<file path="src/rtl/tfsk_pkg.sv">
package tfsk_pkg;
   localparam int ADR_W = 4;
   localparam int DAT_W = 32;
   localparam logic [ADR_W-1:0] OFF_ICTL2 = 4'h0;
   localparam logic [ADR_W-1:0] OFF_FLAGS = 4'h4;
   localparam logic [ADR_W-1:0] OFF_IRQ_STAT = 4'h8;
   localparam logic [ADR_W-1:0] OFF_IRQ_MASK = 4'hC;
   localparam int ICTL2_W = 4;
   localparam int T4_EN_BIT = 3;
   localparam int T5_EN_BIT = 1;
   localparam logic [ICTL2_W-1:0] ICTL2_RST = 4'h0;
   localparam int EVT_W = 2;
   localparam int EVT_T4 = 0;
   localparam int EVT_T5 = 1;
   localparam logic [EVT_W-1:0] FLAG_RST = 2'h0;
   localparam logic [EVT_W-1:0] IRQ_STAT_RST = 2'h0;
   localparam logic [EVT_W-1:0] IRQ_MASK_RST = 2'h0;

   typedef enum logic [1:0] {
      TFSK_OP_OTHER,
      TFSK_OP_SKIP_T4,
      TFSK_OP_SKIP_T5
   } tfsk_op_t;

   typedef struct packed {
      logic valid;
      tfsk_op_t op;
   } tfsk_exec_t;

   typedef struct packed {
      logic [ADR_W-1:0] adr;
      logic we;
      logic [3:0] sel;
      logic [DAT_W-1:0] dat;
   } tfsk_wb_req_t;
endpackage

</file>
<file path="src/rtl/tfsk_skip_unit.sv">
`timescale 1ns/1ps
module tfsk_skip_unit (
   input wire logic i_core_clk,
   input wire logic i_rst_n,
   input wire logic i_wb_cyc,
   input wire logic i_wb_stb,
   input wire logic i_wb_we,
   input wire logic [tfsk_pkg::ADR_W-1:0] i_wb_adr,
   input wire logic [3:0] i_wb_sel,
   input wire logic [tfsk_pkg::DAT_W-1:0] i_wb_dat,
   output logic [tfsk_pkg::DAT_W-1:0] o_wb_dat,
   output logic o_wb_ack,
   input wire tfsk_pkg::tfsk_exec_t i_exec,
   input wire logic i_timer4_flag_set,
   input wire logic i_timer5_flag_set,
   output logic o_skip_next,
   output logic o_exec_done,
   output logic o_timer4_request_flag,
   output logic o_timer5_request_flag,
   output logic o_irq
);
   tfsk_pkg::tfsk_wb_req_t req;
   logic ack_reg;
   logic access;
   logic [tfsk_pkg::DAT_W-1:0] rdat_reg;
   logic [tfsk_pkg::DAT_W-1:0] rdat_next;
   logic [tfsk_pkg::ICTL2_W-1:0] ictl_reg;
   logic [tfsk_pkg::EVT_W-1:0] flag_reg;
   logic [tfsk_pkg::EVT_W-1:0] stat_reg;
   logic [tfsk_pkg::EVT_W-1:0] stat_clr;
   logic [tfsk_pkg::EVT_W-1:0] mask_reg;
   logic [tfsk_pkg::EVT_W-1:0] hit;
   logic [tfsk_pkg::EVT_W-1:0] flag_set;
   logic [tfsk_pkg::EVT_W-1:0] irq_en;
   logic skip_reg;
   logic done_reg;
   logic irq_reg;

   function automatic logic reg_hit(input logic [tfsk_pkg::ADR_W-1:0] adr,
                                    input logic [tfsk_pkg::ADR_W-1:0] off);
      reg_hit = (adr == off);
   endfunction

   assign req = '{adr: i_wb_adr, we: i_wb_we, sel: i_wb_sel, dat: i_wb_dat};
   // Answer one cycle after the strobe; ack gap stops a held request acting twice
   assign access = i_wb_cyc && i_wb_stb && !ack_reg;
   assign flag_set = {i_timer5_flag_set, i_timer4_flag_set};
   assign irq_en[tfsk_pkg::EVT_T4] = ictl_reg[tfsk_pkg::T4_EN_BIT];
   assign irq_en[tfsk_pkg::EVT_T5] = ictl_reg[tfsk_pkg::T5_EN_BIT];

   genvar gi;
   generate
      for (gi = 0; gi < tfsk_pkg::EVT_W; gi++) begin : g_flag
         localparam tfsk_pkg::tfsk_op_t OP = (gi == tfsk_pkg::EVT_T4) ?
            tfsk_pkg::TFSK_OP_SKIP_T4 : tfsk_pkg::TFSK_OP_SKIP_T5;
         logic flag_bit_reg;
         assign flag_reg[gi] = flag_bit_reg;
         // Enabled interrupt makes the test a no-op: no skip, flag kept, only o_exec_done pulses
         assign hit[gi] = i_exec.valid && (i_exec.op == OP) && !irq_en[gi]
                          && flag_reg[gi];

         // A timer event in the clearing cycle wins, so no request is lost
         always_ff @(posedge i_core_clk or negedge i_rst_n) begin
            if (!i_rst_n) begin
               flag_bit_reg <= tfsk_pkg::FLAG_RST[gi];
            end else if (flag_set[gi]) begin
               flag_bit_reg <= 1'b1;
            end else if (hit[gi]) begin
               flag_bit_reg <= 1'b0;
            end
         end
      end
   endgenerate

   always_ff @(posedge i_core_clk or negedge i_rst_n) begin
      if (!i_rst_n) begin
         skip_reg <= 1'b0;
         done_reg <= 1'b0;
      end else begin
         skip_reg <= |hit;
         done_reg <= i_exec.valid;
      end
   end

   always_ff @(posedge i_core_clk or negedge i_rst_n) begin
      if (!i_rst_n) begin
         ack_reg <= 1'b0;
      end else begin
         ack_reg <= access;
      end
   end

   always_ff @(posedge i_core_clk or negedge i_rst_n) begin
      if (!i_rst_n) begin
         ictl_reg <= tfsk_pkg::ICTL2_RST;
         mask_reg <= tfsk_pkg::IRQ_MASK_RST;
      end else if (access && req.we && req.sel[0]) begin
         if (reg_hit(req.adr, tfsk_pkg::OFF_ICTL2)) begin
            ictl_reg <= req.dat[tfsk_pkg::ICTL2_W-1:0];
         end
         if (reg_hit(req.adr, tfsk_pkg::OFF_IRQ_MASK)) begin
            mask_reg <= req.dat[tfsk_pkg::EVT_W-1:0];
         end
      end
   end

   assign stat_clr = (access && !req.we && reg_hit(req.adr, tfsk_pkg::OFF_IRQ_STAT)) ?
                     {tfsk_pkg::EVT_W{1'b1}} : {tfsk_pkg::EVT_W{1'b0}};

   // Read clears the status, but a skip in that same cycle stays recorded
   always_ff @(posedge i_core_clk or negedge i_rst_n) begin
      if (!i_rst_n) begin
         stat_reg <= tfsk_pkg::IRQ_STAT_RST;
      end else begin
         stat_reg <= (stat_reg & ~stat_clr) | hit;
      end
   end

   // Interrupt follows status one cycle late, to keep the output on a flop
   always_ff @(posedge i_core_clk or negedge i_rst_n) begin
      if (!i_rst_n) begin
         irq_reg <= 1'b0;
      end else begin
         irq_reg <= |(stat_reg & mask_reg);
      end
   end

   always_comb begin
      rdat_next = '0;
      if (reg_hit(req.adr, tfsk_pkg::OFF_ICTL2)) begin
         rdat_next[tfsk_pkg::ICTL2_W-1:0] = ictl_reg;
      end else if (reg_hit(req.adr, tfsk_pkg::OFF_FLAGS)) begin
         rdat_next[tfsk_pkg::EVT_W-1:0] = flag_reg;
      end else if (reg_hit(req.adr, tfsk_pkg::OFF_IRQ_STAT)) begin
         rdat_next[tfsk_pkg::EVT_W-1:0] = stat_reg;
      end else if (reg_hit(req.adr, tfsk_pkg::OFF_IRQ_MASK)) begin
         rdat_next[tfsk_pkg::EVT_W-1:0] = mask_reg;
      end
   end

   always_ff @(posedge i_core_clk or negedge i_rst_n) begin
      if (!i_rst_n) begin
         rdat_reg <= '0;
      end else if (access && !req.we) begin
         rdat_reg <= rdat_next;
      end
   end

   assign o_wb_dat = rdat_reg;
   assign o_wb_ack = ack_reg;
   assign o_skip_next = skip_reg;
   assign o_exec_done = done_reg;
   assign o_timer4_request_flag = flag_reg[tfsk_pkg::EVT_T4];
   assign o_timer5_request_flag = flag_reg[tfsk_pkg::EVT_T5];
   assign o_irq = irq_reg;
endmodule // tfsk_skip_unit

</file>
<file path="config.mk">
export PLATFORM = sky130hd
export DESIGN_NAME = tfsk_skip_unit
export DESIGN_NICKNAME = d
export VERILOG_FILES = /design/src/rtl/tfsk_pkg.sv /design/src/rtl/tfsk_skip_unit.sv
export SDC_FILE = /design/constraint.sdc
export NUM_CORES = 1
export LEC_CHECK = 0
export BUFFER_PORTS_ARGS = -buffer_cell sky130_fd_sc_hd__buf_2
export CAP_MARGIN = 20
export CORE_ASPECT_RATIO = 0.6
export CORE_MARGIN = 2
export CORE_UTILIZATION = 37
export CTS_CLUSTER_DIAMETER = 120
export CTS_CLUSTER_SIZE = 30
export DETAILED_ROUTE_END_ITERATION = 10
export PLACE_DENSITY = 0.79
export RECOVER_POWER = 100
export SLEW_MARGIN = 20
export SYNTH_ARGS = -nofsm -noshare
export SYNTH_HDL_FRONTEND = slang
export SYNTH_SLANG_ARGS = --single-unit
</file>
<file path="constraint.sdc">
create_clock -name i_core_clk -period 1.83 [get_ports i_core_clk]
set_clock_uncertainty 0.1 [all_clocks]
set_input_delay 0.183 -clock i_core_clk [delete_from_list [all_inputs] [get_ports i_core_clk]]
set_output_delay 0.183 -clock i_core_clk [all_outputs]
set_load 0.02 [all_outputs]
</file>
Word level (Yosys, flattened, before mapping)
Index checks and enable logic that the tools add are counted.

Input port bits: 50. Word-level logic and storage cells: 52. Register bits: 18.

Bitwise logic cells: 4. Multiplexer cells: 10. Equality and inequality tests: 5. Reduce and logical (&&, ||, !) cells: 23.

Operator list (count): $logic_and A1 B1 Y1 (12); $mux W2 (6); $eq A4 B4 Y1 const B (2); $and A2 B2 Y2 (2); $eq A4 B3 Y1 const B (1); $logic_not A1 Y1 (4); $logic_not A4 Y1 (1); $mux W1 (4); $reduce_and A2 Y1 (2); $reduce_bool A2 Y1 (2); $reduce_or A2 Y1 (2); $eq A2 B1 Y1 const B (1); $eq A2 B2 Y1 const B (1); $not A2 Y2 (1); $or A2 B2 Y2 (1).

Logic depth before layout (Yosys ltp)
Word-level depth: 8. Depth in mapped cells: 4.

Worst setup path before layout
OpenSTA, ideal clock, no wires.

Path type: reg-to-reg. Start point: register ack_reg (netlist: o_wb_ack). End point: register mask_reg[0] (netlist name). Required time: 1.605 ns. Slack: 0.273 ns. Stages on the path, launching flop included: 4. Arrival time: 1.332 ns. Library setup time: 0.125 ns. Cell sequence: dfrtp_1 > nand3b_1 > nor3_1 > mux2_2.

Word-level cells in the longest chain between the ends: 5.

Ends and longest elaborated chain: start: declaration (RTL line tfsk_skip_unit.sv:23) `logic ack_reg;`; start signal: assignment (RTL line tfsk_skip_unit.sv:89) `ack_reg <= access;`; $logic_not A1 Y1 (RTL line tfsk_skip_unit.sv:46) `assign access = i_wb_cyc && i_wb_stb && !ack_reg;`; $logic_and A1 B1 Y1 (RTL line tfsk_skip_unit.sv:46); $logic_and A1 B1 Y1 (2 in a row) (RTL line tfsk_skip_unit.sv:97) `end else if (access && req.we && req.sel[0]) begin`; $reduce_and A2 Y1 (no line); end signal: assignment (RTL line tfsk_skip_unit.sv:96) `mask_reg <= tfsk_pkg::IRQ_MASK_RST;`; end signal: assignment (RTL line tfsk_skip_unit.sv:102) `mask_reg <= req.dat[tfsk_pkg::EVT_W-1:0];`; end: declaration (RTL line tfsk_skip_unit.sv:31) `logic [tfsk_pkg::EVT_W-1:0] mask_reg;`.

Every way passes these cells. A chain may end at the register's enable or synchronous reset.

Worst setup path in the final report
Start point: register ack_reg (netlist: o_wb_ack). End point: register ictl_reg[1] (netlist name).

Word-level cells in the longest chain between the ends: 5.

Ends and longest elaborated chain: $logic_not A1 Y1 (RTL line tfsk_skip_unit.sv:46); $logic_and A1 B1 Y1 (RTL line tfsk_skip_unit.sv:46); $logic_and A1 B1 Y1 (2 in a row) (RTL line tfsk_skip_unit.sv:97); $reduce_and A2 Y1 (no line); end signal: assignment (RTL line tfsk_skip_unit.sv:95) `ictl_reg <= tfsk_pkg::ICTL2_RST;`; end signal: assignment (RTL line tfsk_skip_unit.sv:99) `ictl_reg <= req.dat[tfsk_pkg::ICTL2_W-1:0];`; end: declaration (RTL line tfsk_skip_unit.sv:27) `logic [tfsk_pkg::ICTL2_W-1:0] ictl_reg;`.

Every way passes these cells.

==> summary.md <==
| Metric | Value |
|---|---|
| Power Density | 828 mW/mm² |
| CP max-delay cell | dfrtp_1 |
| Final Core Density | 0.446 |
| Min cycle time layout | 1570 ps |
| Crit path to | ictl_reg[1] |
| DPL Wire Length | about 1500 µm |
| CP endpoint kind | flip-flop |
| Sequential area share after synthesis | 0.454 |
| Clock share of power | 0.346 |
| R2R Path End | ictl_reg[1] |
| Worst Max-Slew Pin Slew | about 960 ps |
| Crit Path Class | reg -> reg |
| Cell count after synthesis | 89 |
| CTS Sinks | 18 |
| Hold WS | approximately 15 ps |
| Placer Congestion | approximately 0.78 |
| Maximum clock path buffer count | 2 |
| Share of layout cells above drive strength 1 | 0.252 |
| Vias per cell | 4.32 |
| First-pass GRT wire length | 3090 µm |
| Count of state elements after synthesis | 18 |
| Max-cap violations | 0 |
| Share of power burned in registers | 0.474 |
| Design area | 0.00112 mm² |
| Crit path max fanout | 4 |
| # IOs | between 80 and 90 |
| P_sw | 263 µW |
| Max IR drop VDD | 0.397 mV |
| CP Launch Type | flip-flop |
| # DRC | 0 |
| Syn Area/Cell | 11.1 µm² |
| Die height | around 44 µm |
| Initial core utilization | 0.393 |
| Gr usage total | 0.132 |
| Total vias in the final route | 669 |
| Final worst-path cycle share | 0.860 |
| CORE AREA | 0.00252 mm² |
| Rows | 14 |
| Post-Syn Area | slightly below 0.001 mm² |
| Cell-internal power | 668 µW |
| P_leak | 0.571 nW |
| CTS tree | done |
| Drt first-iter violations | 23 |
| Die X | between 70 and 80 µm |
| Synth async-reset ratio | 1.00 |
| Setup TNS | 0 ps |
| Area Overhead vs Synth | 13.4% |
| DR WL/cell | 12.1 µm |
| F_max | 636 MHz |
| Post-synth EDFFs | 0 |
| Routed WL | 1880 µm |
| Start of the worst register-to-register path | o_wb_ack |
| Port bufs | 28 |
| Worst Path Required | 1870 ps |
| 1st-pass router iterations | 3 |
| Vias in the first global route | 660 |
| Num CTS Buffers | 3 |
| Die area | 0.00313 mm² |
| Ys flop type | dfrtp_1 |
| Final Hold Vio Count | 0 |
| Initial antenna violation count | 0 |
| DP Area | 0.00107 mm² |
| Net Sw Frac | 0.283 |
| Crit path DAT | 1610 ps |
| Min-delay worst type | in -> reg |
| # fillers | 259 |
| Synth Warn # | 0 |
| Worst path cell trace | nand3b_1, nor3b_2, mux2_2 |
| Reg-to-reg slack, setup | 260 ps |
| Htree depth | 1 |
| Remaining antenna violation count | 0 |
| Clock transition at path regs | 70 ps |
| Reg2reg path depth | 3 |
| Fin. max-slew vios | 0 |
| Antenna cells | 0 |
| Cell variety after synth | 23 |
| Nets | 174 |
| Status | completed |
| Final Setup Violations | 0 |
| Area of the multi-input gates | between 400 and 500 µm² |
| CTS root buf | clkbuf_8 |
| Post-CTS Setup Inserts | 0 |
| Delay of the slowest critical-path stage | 390 ps |
| Crit path from | o_wb_ack |
| Seq. cell area | 450 µm² |
| Remaining global-route overflow | 0 |
| Relative max-transition margin | 0.358 |
| Logic pwr share | 0.180 |
| RSZ-0062 raised after global routing | false |
| Clk Latency, worst-skew pair | around 250 ps |
| Largest net degree at the start of global routing | 19 |
## worst min-delay path by stage
stage	startpoint	end	slack, ps	cells after the start
2_1_floorplan	i_rst_n	ictl_reg[0]	-210	0
3_3_place_gp	i_rst_n	o_wb_ack	20	1
3_5_place_dp	i_rst_n	o_wb_ack	40	1
4_1_cts	i_timer5_flag_set	o_timer5_request_flag	10	2
5_1_grt	i_timer5_flag_set	o_timer5_request_flag	20	2
6_report	i_timer5_flag_set	o_timer5_request_flag	10	2
## stage by stage
step	total power, mW	std cells	setup slack, ps
4_1_cts	0.944	155	250
3_5_place_dp	0.619	149	256
5_1_grt	0.979	155	164
3_3_place_gp	0.612	149	269
6_report	0.932	155	257
2_1_floorplan	0.601	116	273
## synthesized netlist by cell type, drive strengths merged, types with 2 or more instances
master	number	area (µm²)
nand2	7	26.3
mux2	6	67.6
o21ai	4	20.0
nand4bb	2	22.5
nor4	2	18.8
buf	28	210
a22o	3	26.3
inv	4	15.0
dfrtp	18	450
mux4	2	45.0
nor3	2	10.0
## power groups by stage
stage	registers (mW)	logic [mW]	clock network, mW
3_5_place_dp	0.449	0.171	0
5_1_grt	0.445	0.184	0.349
3_3_place_gp	0.447	0.166	0
4_1_cts	0.442	0.174	0.329
6_report	0.442	0.168	0.322
2_1_floorplan	0.461	0.140	0
## timing repair
action / 4_1_cts / 5_1_grt
gates resized for setup: 0 / 0
hold buffers: 2 / 0
endpoints found under the hold margin: 19 / 0
## final cells by class
type | count | share of cell area
flip-flops and latches | 18 | 0.400
multi-input cells | 65 | 0.363
repair buffers | 32 | 0.139
clock buffers | 4 | 0.0489
well taps | 32 | 0.0356
inverters | 4 | 0.0133
## critical path: cells and delay by family (launching register included)
| kind | cells | cell delay [ps] |
|---|---|---|
| simple gates | 2 | 600 |
| flops | 1 | 390 |
| mux | 1 | 380 |
## cell families (layout without fill, tap and decap cells)
group,after synthesis,after routing,synth area share
simple gates,20,20,0.136
mux,8,8,0.113
flops,18,18,0.454
compound gates,9,9,0.0618
buf+inv,33,40,0.231
other cells,1,28,0.00378
## per-layer routing
metal	track usage	share of wire
met1	0.164	0.43
met2	0.222	0.48
met3	0.0501	0.082
met4	0.0340	0.0043
met5	0	0
## cells in the final DEF, fill, tap and decap left out
master | netlist | layout
buf_2 | 0 | 16
nand3b_1 | 1 | 1
nand4bb_1 | 2 | 2
mux4_2 | 2 | 2
nor2_1 | 1 | 1
nor4_1 | 1 | 1
dlygate4sd3_1 | 0 | 2
nor3_1 | 2 | 2
nand4_1 | 1 | 1
mux2_2 | 6 | 6
nor3b_2 | 0 | 1
nor4bb_1 | 1 | 1
a22o_1 | 3 | 3
nor4_2 | 1 | 1
buf_4 | 28 | 1
a21o_1 | 1 | 1
clkbuf_1 | 1 | 13
inv_1 | 4 | 4
o21bai_1 | 1 | 1
nand2b_1 | 1 | 1
nand3_1 | 1 | 1
nand2_1 | 7 | 7
dfrtp_1 | 18 | 18
o21ai_0 | 4 | 4
conb_1 | 1 | 28
clkbuf_8 | 0 | 4
(Power assumes the default switching activity.)
